===== src/verilog/dac_front_map.svh =====
// register offsets, field positions, reset values for the converter front end
`ifndef DAC_FRONT_MAP_SVH
`define DAC_FRONT_MAP_SVH
// ====================================================================
// offsets
`define OFF_CONTROL 12'h000
`define OFF_HIGH 12'h004
`define OFF_LOW 12'h008
`define OFF_SHADOW 12'h00C
`define OFF_STATUS 12'h010
// ====================================================================
// control fields
`define BIT_CONV_ON 0
`define BIT_OUT_DRIVE 1
`define BIT_LEFT_ALIGN 2
`define TSEL_LSB 4
`define TSEL_MSB 6
`define BIT_AUTO_TRIG 7
`define CONTROL_WMASK 8'hF7
// ====================================================================
// reset values
`define RST_CONTROL 8'h00
`define RST_BYTE 8'h00
`define RST_SHADOW 10'h000
`define AXI_OKAY 2'b00
`define AXI_DECERR 2'b11
`endif


===== src/verilog/dac_front_pkg.sv =====
// types for the converter front end
package dac_front_pkg;
   typedef enum logic [2:0] {
      TRIG_CMP0 = 3'h0,
      TRIG_CMP1 = 3'h1,
      TRIG_EXT0 = 3'h2,
      TRIG_T0_CMP = 3'h3,
      TRIG_T0_OVF = 3'h4,
      TRIG_T1_CMPB = 3'h5,
      TRIG_T1_OVF = 3'h6,
      TRIG_T1_CAPT = 3'h7
   } trigger_source_e;
   typedef enum logic [1:0] {
      BUS_IDLE = 2'b00,
      BUS_RESP = 2'b01
   } bus_state_e;
endpackage


===== src/verilog/dac_input_register_update.sv =====
// register front end and shadow update of the 10-bit converter
// Behaviour
// RULE_01: left-align bit selects byte justification
// RULE_02: alignment change applies at next high write; in trigger mode the code reads it live and applies it at the next trigger load
// RULE_03: output-enable routes result to analog pin
// RULE_04: enable bit switches converter on
// RULE_05: low write blocks update until high write
// RULE_06: right-aligned layout, bytes reset zero
// RULE_07: left-aligned layout, high byte enough
// RULE_08: converted value held in hidden shadow
// RULE_09: manual mode: high write loads shadow
// RULE_10: trigger mode: load only on trigger
// RULE_11: trigger needs low then high, else reload
// RULE_12: software writes low byte before high
// RULE_13: bit seven enables trigger-edge updates
// RULE_14: three-bit field picks one of eight sources
// RULE_15: update on flag rise, interrupt enable ignored
// RULE_16: reset clears shadow and pending lock
//
// Local design decisions: the AXI4-Lite register port and the address map.
`timescale 1ns/1ps
`include "dac_front_map.svh"
module dac_input_register_update (
   // clock, reset, enable
   input wire logic mclk,
   input wire logic rst_n,
   input wire logic clkEn,
   // axi4-lite write address
   input wire logic [11:0] s_axi_awaddr,
   input wire logic [2:0] s_axi_awprot,
   input wire logic s_axi_awvalid,
   output logic s_axi_awready,
   // axi4-lite write data
   input wire logic [31:0] s_axi_wdata,
   input wire logic [3:0] s_axi_wstrb,
   input wire logic s_axi_wvalid,
   output logic s_axi_wready,
   // axi4-lite write response
   output logic [1:0] s_axi_bresp,
   output logic s_axi_bvalid,
   input wire logic s_axi_bready,
   // axi4-lite read
   input wire logic [11:0] s_axi_araddr,
   input wire logic [2:0] s_axi_arprot,
   input wire logic s_axi_arvalid,
   output logic s_axi_arready,
   output logic [31:0] s_axi_rdata,
   output logic [1:0] s_axi_rresp,
   output logic s_axi_rvalid,
   input wire logic s_axi_rready,
   // trigger event flags, same clock
   input wire logic [7:0] triggerFlags,
   // converter side
   output logic [9:0] convValue,
   output logic converterOn,
   output logic analogOutDriveEn,
   output logic internalUseOnly
);
   // ================================================================
   // registers
   logic [7:0] converterControlReg;
   logic [7:0] valueHighByte;
   logic [7:0] valueLowByte;
   logic [9:0] shadow;
   logic lowPending;
   logic highSinceLow;
   logic [7:0] next_converterControlReg;
   logic [7:0] next_valueHighByte;
   logic [7:0] next_valueLowByte;
   logic [9:0] next_shadow;
   logic next_lowPending;
   logic next_highSinceLow;
   logic [9:0] assembled;
   logic [7:0] flagRise;
   logic trigEvent;
   logic loadShadow;
   logic wrHigh;
   logic wrLow;
   logic wrCtrl;
   logic autoTrig;
   logic [2:0] trigSel;

   // ================================================================
   // bus slave
   dac_front_pkg::bus_state_e wState;
   dac_front_pkg::bus_state_e next_wState;
   dac_front_pkg::bus_state_e rState;
   dac_front_pkg::bus_state_e next_rState;
   logic [11:0] awAddr;
   logic [11:0] next_awAddr;
   logic awHeld;
   logic next_awHeld;
   logic [31:0] wData;
   logic [31:0] next_wData;
   logic [3:0] wStrb;
   logic [3:0] next_wStrb;
   logic wHeld;
   logic next_wHeld;
   logic [1:0] bResp;
   logic [1:0] next_bResp;
   logic [31:0] rData;
   logic [31:0] next_rData;
   logic [1:0] rResp;
   logic [1:0] next_rResp;
   logic wCommit;
   logic awKnown;
   logic [11:0] wrAddr;

   assign s_axi_awready = clkEn & (wState == dac_front_pkg::BUS_IDLE) & ~awHeld;
   assign s_axi_wready = clkEn & (wState == dac_front_pkg::BUS_IDLE) & ~wHeld;
   assign s_axi_bvalid = (wState == dac_front_pkg::BUS_RESP);
   assign s_axi_bresp = bResp;
   assign s_axi_arready = clkEn & (rState == dac_front_pkg::BUS_IDLE);
   assign s_axi_rvalid = (rState == dac_front_pkg::BUS_RESP);
   assign s_axi_rdata = rData;
   assign s_axi_rresp = rResp;

   // address and data may arrive in either order; commit when both held
   assign wCommit = awHeld & wHeld & (wState == dac_front_pkg::BUS_IDLE);
   assign wrAddr = {awAddr[11:2], 2'b00};
   assign awKnown = (wrAddr == `OFF_CONTROL) | (wrAddr == `OFF_HIGH) |
      (wrAddr == `OFF_LOW) | (wrAddr == `OFF_SHADOW) | (wrAddr == `OFF_STATUS);
   // only byte lane 0 carries data; narrower registers ignore upper lanes
   assign wrCtrl = wCommit & wStrb[0] & (wrAddr == `OFF_CONTROL);
   assign wrHigh = wCommit & wStrb[0] & (wrAddr == `OFF_HIGH);
   assign wrLow = wCommit & wStrb[0] & (wrAddr == `OFF_LOW);

   always_comb begin
      next_wState = wState;
      next_awAddr = awAddr;
      next_awHeld = awHeld;
      next_wData = wData;
      next_wStrb = wStrb;
      next_wHeld = wHeld;
      next_bResp = bResp;
      case (wState)
         dac_front_pkg::BUS_IDLE: begin
            if (s_axi_awvalid && s_axi_awready) begin
               next_awAddr = s_axi_awaddr;
               next_awHeld = 1'b1;
            end
            if (s_axi_wvalid && s_axi_wready) begin
               next_wData = s_axi_wdata;
               next_wStrb = s_axi_wstrb;
               next_wHeld = 1'b1;
            end
            if (wCommit) begin
               next_awHeld = 1'b0;
               next_wHeld = 1'b0;
               next_bResp = awKnown ? `AXI_OKAY : `AXI_DECERR;
               next_wState = dac_front_pkg::BUS_RESP;
            end
         end
         dac_front_pkg::BUS_RESP: begin
            if (s_axi_bready) begin
               next_wState = dac_front_pkg::BUS_IDLE;
            end
         end
         default: begin
            next_wState = dac_front_pkg::BUS_IDLE;
         end
      endcase
      if (!clkEn) begin
         next_wState = wState;
         next_awAddr = awAddr;
         next_awHeld = awHeld;
         next_wData = wData;
         next_wStrb = wStrb;
         next_wHeld = wHeld;
         next_bResp = bResp;
      end
   end

   always_comb begin
      logic [11:0] ra;
      ra = {s_axi_araddr[11:2], 2'b00};
      next_rState = rState;
      next_rData = rData;
      next_rResp = rResp;
      case (rState)
         dac_front_pkg::BUS_IDLE: begin
            if (s_axi_arvalid) begin
               next_rState = dac_front_pkg::BUS_RESP;
               next_rResp = `AXI_OKAY;
               case (ra)
                  `OFF_CONTROL: next_rData = {24'h00_0000, converterControlReg};
                  `OFF_HIGH: next_rData = {24'h00_0000, valueHighByte};
                  `OFF_LOW: next_rData = {24'h00_0000, valueLowByte};
                  // debug view; software still cannot alter the shadow
                  `OFF_SHADOW: next_rData = {22'h00_0000, shadow};
                  `OFF_STATUS: next_rData = {30'h0000_0000, highSinceLow, lowPending};
                  default: begin
                     next_rData = 32'h0000_0000;
                     next_rResp = `AXI_DECERR;
                  end
               endcase
            end
         end
         dac_front_pkg::BUS_RESP: begin
            if (s_axi_rready) begin
               next_rState = dac_front_pkg::BUS_IDLE;
            end
         end
         default: begin
            next_rState = dac_front_pkg::BUS_IDLE;
         end
      endcase
      if (!clkEn) begin
         next_rState = rState;
         next_rData = rData;
         next_rResp = rResp;
      end
   end

   always_ff @(posedge mclk or negedge rst_n) begin
      if (!rst_n) begin
         wState <= dac_front_pkg::BUS_IDLE;
         rState <= dac_front_pkg::BUS_IDLE;
         awAddr <= 12'h000;
         awHeld <= 1'b0;
         wData <= 32'h0000_0000;
         wStrb <= 4'h0;
         wHeld <= 1'b0;
         bResp <= `AXI_OKAY;
         rData <= 32'h0000_0000;
         rResp <= `AXI_OKAY;
      end else begin
         wState <= next_wState;
         rState <= next_rState;
         awAddr <= next_awAddr;
         awHeld <= next_awHeld;
         wData <= next_wData;
         wStrb <= next_wStrb;
         wHeld <= next_wHeld;
         bResp <= next_bResp;
         rData <= next_rData;
         rResp <= next_rResp;
      end
   end

   // ================================================================
   // trigger selection
   genvar gi;
   generate
      for (gi = 0; gi < 8; gi++) begin : g_rise
         rise_detect u_rise (
            .mclk(mclk),
            .rst_n(rst_n),
            .clkEn(clkEn),
            .flag(triggerFlags[gi]),
            .rise(flagRise[gi])
         ); // [RULE_15]
      end
   endgenerate

   assign autoTrig = converterControlReg[`BIT_AUTO_TRIG];
   assign trigSel = converterControlReg[`TSEL_MSB:`TSEL_LSB];
   assign trigEvent = flagRise[trigSel]; // [RULE_14]

   // ================================================================
   // shadow update
   // alignment read live from control, bytes as they stand now
   value_align u_align (
      .leftAlign(converterControlReg[`BIT_LEFT_ALIGN]),
      .highByte(valueHighByte),
      .lowByte(valueLowByte),
      .value(assembled)
   );

   // trigger mode: a low write holds updates back until high is written
   assign loadShadow = autoTrig ? (trigEvent & ~lowPending) : wrHigh; // [RULE_09] [RULE_10] [RULE_13] [RULE_05] [RULE_11]

   always_comb begin
      next_converterControlReg = converterControlReg;
      next_valueHighByte = valueHighByte;
      next_valueLowByte = valueLowByte;
      next_shadow = shadow;
      next_lowPending = lowPending;
      next_highSinceLow = highSinceLow;
      if (wrCtrl) begin
         next_converterControlReg = wData[7:0] & `CONTROL_WMASK;
      end
      if (wrLow) begin
         next_valueLowByte = wData[7:0];
         next_lowPending = 1'b1; // [RULE_05]
         next_highSinceLow = 1'b0;
      end
      if (wrHigh) begin
         next_valueHighByte = wData[7:0];
         next_lowPending = 1'b0; // [RULE_05] [RULE_11]
         next_highSinceLow = 1'b1;
      end
      if (!autoTrig && wrHigh) begin
         // new high byte must reach the shadow in the same write
         if (converterControlReg[`BIT_LEFT_ALIGN]) begin
            next_shadow = {wData[7:0], valueLowByte[7:6]}; // [RULE_02] [RULE_09]
         end else begin
            next_shadow = {wData[1:0], valueLowByte}; // [RULE_02] [RULE_09]
         end
      end else if (loadShadow) begin
         next_shadow = assembled; // [RULE_08] [RULE_11]
      end
      if (!clkEn) begin
         next_converterControlReg = converterControlReg;
         next_valueHighByte = valueHighByte;
         next_valueLowByte = valueLowByte;
         next_shadow = shadow;
         next_lowPending = lowPending;
         next_highSinceLow = highSinceLow;
      end
   end

   always_ff @(posedge mclk or negedge rst_n) begin
      if (!rst_n) begin
         converterControlReg <= `RST_CONTROL;
         valueHighByte <= `RST_BYTE; // [RULE_06]
         valueLowByte <= `RST_BYTE; // [RULE_06]
         shadow <= `RST_SHADOW; // [RULE_16]
         lowPending <= 1'b0; // [RULE_16]
         highSinceLow <= 1'b0;
      end else begin
         converterControlReg <= next_converterControlReg;
         valueHighByte <= next_valueHighByte;
         valueLowByte <= next_valueLowByte;
         shadow <= next_shadow;
         lowPending <= next_lowPending;
         highSinceLow <= next_highSinceLow;
      end
   end

   // ================================================================
   // converter outputs
   assign convValue = shadow;
   assign converterOn = converterControlReg[`BIT_CONV_ON]; // [RULE_04]
   assign analogOutDriveEn = converterControlReg[`BIT_CONV_ON] &
      converterControlReg[`BIT_OUT_DRIVE]; // [RULE_03]
   assign internalUseOnly = converterControlReg[`BIT_CONV_ON] &
      ~converterControlReg[`BIT_OUT_DRIVE]; // [RULE_03]
endmodule // dac_input_register_update


===== src/verilog/rise_detect.sv =====
// rising edge detector for one same-clock event flag
`timescale 1ns/1ps
module rise_detect (
   // clock and reset
   input wire logic mclk,
   input wire logic rst_n,
   input wire logic clkEn,
   // flag in, pulse out
   input wire logic flag,
   output logic rise
);
   logic prev;
   logic next_prev;
   always_comb begin
      next_prev = clkEn ? flag : prev;
   end
   always_ff @(posedge mclk or negedge rst_n) begin
      if (!rst_n) begin
         prev <= 1'b0;
      end else begin
         prev <= next_prev;
      end
   end
   assign rise = clkEn & flag & ~prev;
endmodule // rise_detect


===== src/verilog/value_align.sv =====
// assembles the 10-bit value from two bytes per alignment
`timescale 1ns/1ps
module value_align (
   // alignment and bytes
   input wire logic leftAlign,
   input wire logic [7:0] highByte,
   input wire logic [7:0] lowByte,
   // assembled value
   output logic [9:0] value
);
   always_comb begin
      if (leftAlign) begin
         value = {highByte, lowByte[7:6]}; // [RULE_01] [RULE_07]
      end else begin
         value = {highByte[1:0], lowByte}; // [RULE_01] [RULE_06]
      end
   end
endmodule // value_align


===== config.mk =====
export PLATFORM = sky130hd
export DESIGN_NAME = dac_input_register_update
export DESIGN_NICKNAME = d
export VERILOG_FILES = /design/src/verilog/dac_front_pkg.sv /design/src/verilog/dac_input_register_update.sv /design/src/verilog/rise_detect.sv /design/src/verilog/value_align.sv
export VERILOG_INCLUDE_DIRS = /design/src /design/src/verilog
export SDC_FILE = /design/constraint.sdc
export NUM_CORES = 1
export LEC_CHECK = 0
export ABC_CLOCK_PERIOD_IN_PS = 2900
export BUFFER_PORTS_ARGS = -buffer_cell sky130_fd_sc_hd__buf_2
export CAP_MARGIN = 20
export CORE_MARGIN = 5
export CORE_UTILIZATION = 45
export CTS_CLUSTER_DIAMETER = 120
export CTS_CLUSTER_SIZE = 40
export DETAILED_ROUTE_END_ITERATION = 7
export PLACE_DENSITY = 0.83
export SYNTH_ARGS = -nofsm -noshare
export SYNTH_HDL_FRONTEND = slang
export SYNTH_SLANG_ARGS = --single-unit

===== constraint.sdc =====
create_clock -name mclk -period 2.9 [get_ports mclk]
set_clock_uncertainty 0.1 [all_clocks]
set_input_delay 0.29 -clock mclk [delete_from_list [all_inputs] [get_ports mclk]]
set_output_delay 0.29 -clock mclk [all_outputs]
set_load 0.01 [all_outputs]

==> results.py <==
metrics = {
    "detailed_routing": {
        "drc": 0,
        "drtPass1Iterations": 4,
        "drtAntennaViolNets": 0,
        "vias_per_cell": 5.16,
        "wl_um": 8090,
        "vias": 2590,
        "drtIter0Drc": 177,
        "wl_per_cell_um": 16.1,
    },
    "clock_tree": {
        "holdBufCountCts": 0,
        "clk_pin_slew_ps": 80,
        "h-tree-depth": 3,
        "ctsRootBufferMaster": "clkbuf_8",
        "postCtsSetupBuffers": 0,
        "cts_tree": "yes",
        "ctsResizeCount": 0,
        "clock-sinks": 78,
        "insertion_delay_ps": 350,
        "clock_path_buffers": 2,
        "cts_buffers": 9,
    },
    "timing": {
        "rsz0062_at_grt": "false",
        "hold_viol": 23,
        "maxSlewHeadroom": 0.375,
        "worstMarginPinSlew_ps": 938,
        "fin_setup_tns_ps": 0,
        "period_minus_slack_ps": 2610,
        "fmax_mhz": 384,
        "drv_slew": 0,
        "finalCritPeriodShare": 0.899,
        "setup_viol": 0,
        "holdWs_ps": -21.6,
    },
    "job": {
        "cap_viol_max_count": 0,
    },
    "synth": {
        "yosysTopAreaCell": "dfrtp_1",
        "synth_top_area_share": 0.513,
        "synth.distinct_cells": 44,
        "synth_area_leaders": "dfrtp_1 (51%), mux2_2 (19%), buf_4 (4.7%)",
        "ys_seq_elements": 78,
        "ys_seq_area_frac": 0.513,
        "synth_area_per_cell_um2": 11.9,
        "yosysWarnings": 0,
        "ys.flop_type": "dfrtp_1",
        "synth-edff-count": 0,
        "async_flop_share": 1.00,
        "netlist_area_um2": 3800,
        "syn_inst": 321,
    },
    "placement": {
        "post-dp-hpwl_um": 5970,
        "place.gp.congestion": 0.850,
        "port_buffers": 76,
        "place_inst": 486,
    },
    "layout": {
        "finalNonFillerCells": 502,
        "final_layout_size_suffix_gt1_frac": 0.426,
        "antenna-diode-count": 0,
        "syn2layout_area_growth_pct": 15.1,
        "nets": 474,
    },
    "die": {
        "start_util": 0.463,
        "fp-row-count": 33,
        "die_h_um": 102,
        "die-area_um2": 10400,
        "die_x_um": 102,
        "core_area_um2": 8220,
        "pin_count": 136,
    },
    "grt": {
        "grt_max_degree": 79,
        "grt_pass1_vias": 2630,
        "grt.overflow.total": 0,
        "grt_pass1_wl_um": 12800,
        "grt_usage": 0.160,
        "antenna_found_initial": 0,
    },
    "worst_setup_path": {
        "critPathRequiredTime_ps": 3030,
        "r2r_setup_slack_ps": 290,
        "startpoint_type": "flip-flop",
        "end_kind": "flip-flop",
        "r2r-start": "wState[0]$_DFFE_PN0P_",
        "endpoint": "convValue[7]$_DFFE_PN0P_",
        "r2r_end": "convValue[7]$_DFFE_PN0P_",
        "critPathMaxFanout": 10,
        "worstPathArrival_ps": 2730,
        "worstSetupStartpoint": "wState[0]$_DFFE_PN0P_",
        "crit_type": "flip-flop to flip-flop",
        "r2r_cells": 6,
    },
    "power_and_ir_drop": {
        "ir_drop_v": 0.000431,
        "power_density_nw_per_um2": 626,
        "p_leak_nw": 2.15,
    },
    "status": {
        "status": "complete, but fails checks",
        "violations": "negative hold slack",
    },
    "hold_path": {
        "hp-class": "input port to asynchronous set/reset pin",
    },
}
[routing by layer]
metal	GRT usage	vias to the layer above	routed length [um]
met2	0.262	88	3900
met4	0.0494	0	147
met1	0.199	1242	3380
met5	0	-	0
met3	0.0580	16	664
li1	-	1244	-
[report_power, final]
group	leakage (nW)	switching (W)	internal, W
Clock	0.0996	0.000375	0.000444
Sequential	1.02	0.000180	0.00128
Combinational	1.03	0.000208	0.000257
[cell families after synthesis]
| kind of cell | Yosys count | share of synthesized area |
|---|---|---|
| compound gates | 43 | 0.0760 |
| flops | 78 | 0.513 |
| mux | 80 | 0.232 |
| simple gates | 74 | 0.107 |
| other cells | 1 | 0.000986 |
| buf+inv | 45 | 0.0714 |
[layout by cell type (no fill, tap or decap), types with 2 or more instances in the layout]
| cell type | synthesis | final |
|---|---|---|
| a21o_1 | 2 | 2 |
| a21oi_1 | 9 | 9 |
| a221o_1 | 3 | 3 |
| a221o_2 | 3 | 3 |
| a22oi_1 | 5 | 5 |
| a31oi_1 | 2 | 2 |
| and2_1 | 3 | 3 |
| and3_1 | 2 | 2 |
| buf_2 | 4 | 75 |
| buf_4 | 24 | 5 |
| clkbuf_1 | 10 | 2 |
| clkbuf_8 | 0 | 11 |
| conb_1 | 1 | 22 |
| dfrtp_1 | 78 | 78 |
| inv_1 | 4 | 4 |
| mux2_2 | 65 | 65 |
| mux2i_1 | 15 | 15 |
| nand2_1 | 21 | 21 |
| nand2b_1 | 2 | 2 |
| nand4b_1 | 2 | 2 |
| nor2_1 | 21 | 21 |
| nor2b_1 | 5 | 5 |
| nor3b_1 | 3 | 3 |
| o21ai_0 | 12 | 12 |
| o22ai_1 | 2 | 2 |
| or3_1 | 2 | 2 |
| or4_1 | 2 | 2 |
[synth_stat cells, types with 2 or more instances]
| cell type | count |
|---|---|
| dfrtp_1 | 78 |
| mux2_2 | 65 |
| buf_4 | 24 |
| nand2_1 | 21 |
| nor2_1 | 21 |
| mux2i_1 | 15 |
| o21ai_0 | 12 |
| clkbuf_1 | 10 |
| a21oi_1 | 9 |
| a22oi_1 | 5 |
| nor2b_1 | 5 |
| buf_2 | 4 |
| inv_1 | 4 |
| a221o_1 | 3 |
| a221o_2 | 3 |
| and2_1 | 3 |
| nor3b_1 | 3 |
| a21o_1 | 2 |
| a31oi_1 | 2 |
| and3_1 | 2 |
| buf_1 | 2 |
| nand2b_1 | 2 |
| nand4b_1 | 2 |
| o22ai_1 | 2 |
| or3_1 | 2 |
| or4_1 | 2 |
[flip-flops by register name (all words and copies together), names as in the netlist, 7 cells and up]
signal and cells:
awAddr 10, convValue 10, s_axi_rdata 10, g_rise.u_rise.prev 8
valueHighByte 8, valueLowByte 8, wData 8, converterControlReg 7
[final cells by class]
type / instances / area (um^2)
fillers: 748 / 3840
flip-flops and latches: 78 / 1950
repair buffers: 80 / 413
inverters: 4 / 15.0
clock inverters: 3 / 42.5
multi-input cells: 219 / 1670
well taps: 105 / 131
clock buffers: 13 / 159
[worst max-delay path, stage by stage (launching register included)]
cell	delay, ps
dfrtp_1	430
or4b_2	690
nor4_2	260
buf_4	270
nand2_1	100
nand3_2	250
mux2_2	380
[through the flow]
| step | hold WS, ps | utilization | area [um^2] | total power [W] | setup WS, ps |
|---|---|---|---|---|---|
| after floorplan | -106 | - | 3880 | 0.00179 | 520 |
| after global routing | 58.7 | 0.533 | 4380 | 0.00289 | 163 |
| final | -21.6 | 0.533 | 4380 | 0.00274 | 293 |
| after detailed placement | 367 | 0.508 | 4180 | 0.00195 | 307 |
| after global placement | 361 | 0.508 | 4180 | 0.00192 | 402 |
| after CTS | 18.7 | 0.533 | 4380 | 0.00277 | 271 |
[worst min-delay path by stage]
stage | from | to | cells past startpoint
after floorplan | rst_n | awAddr[10]$_DFFE_PN0P_ | 0
after global placement | s_axi_rdata[1]$_DFFE_PN0P_ | s_axi_rdata[1]$_DFFE_PN0P_ | 2
after detailed placement | s_axi_rdata[1]$_DFFE_PN0P_ | s_axi_rdata[1]$_DFFE_PN0P_ | 2
after CTS | rst_n | convValue[0]$_DFFE_PN0P_ | 1
after global routing | s_axi_awaddr[9] | awAddr[9]$_DFFE_PN0P_ | 2
final | rst_n | wData[0]$_DFFE_PN0P_ | 1
(Power assumes the default switching activity.)
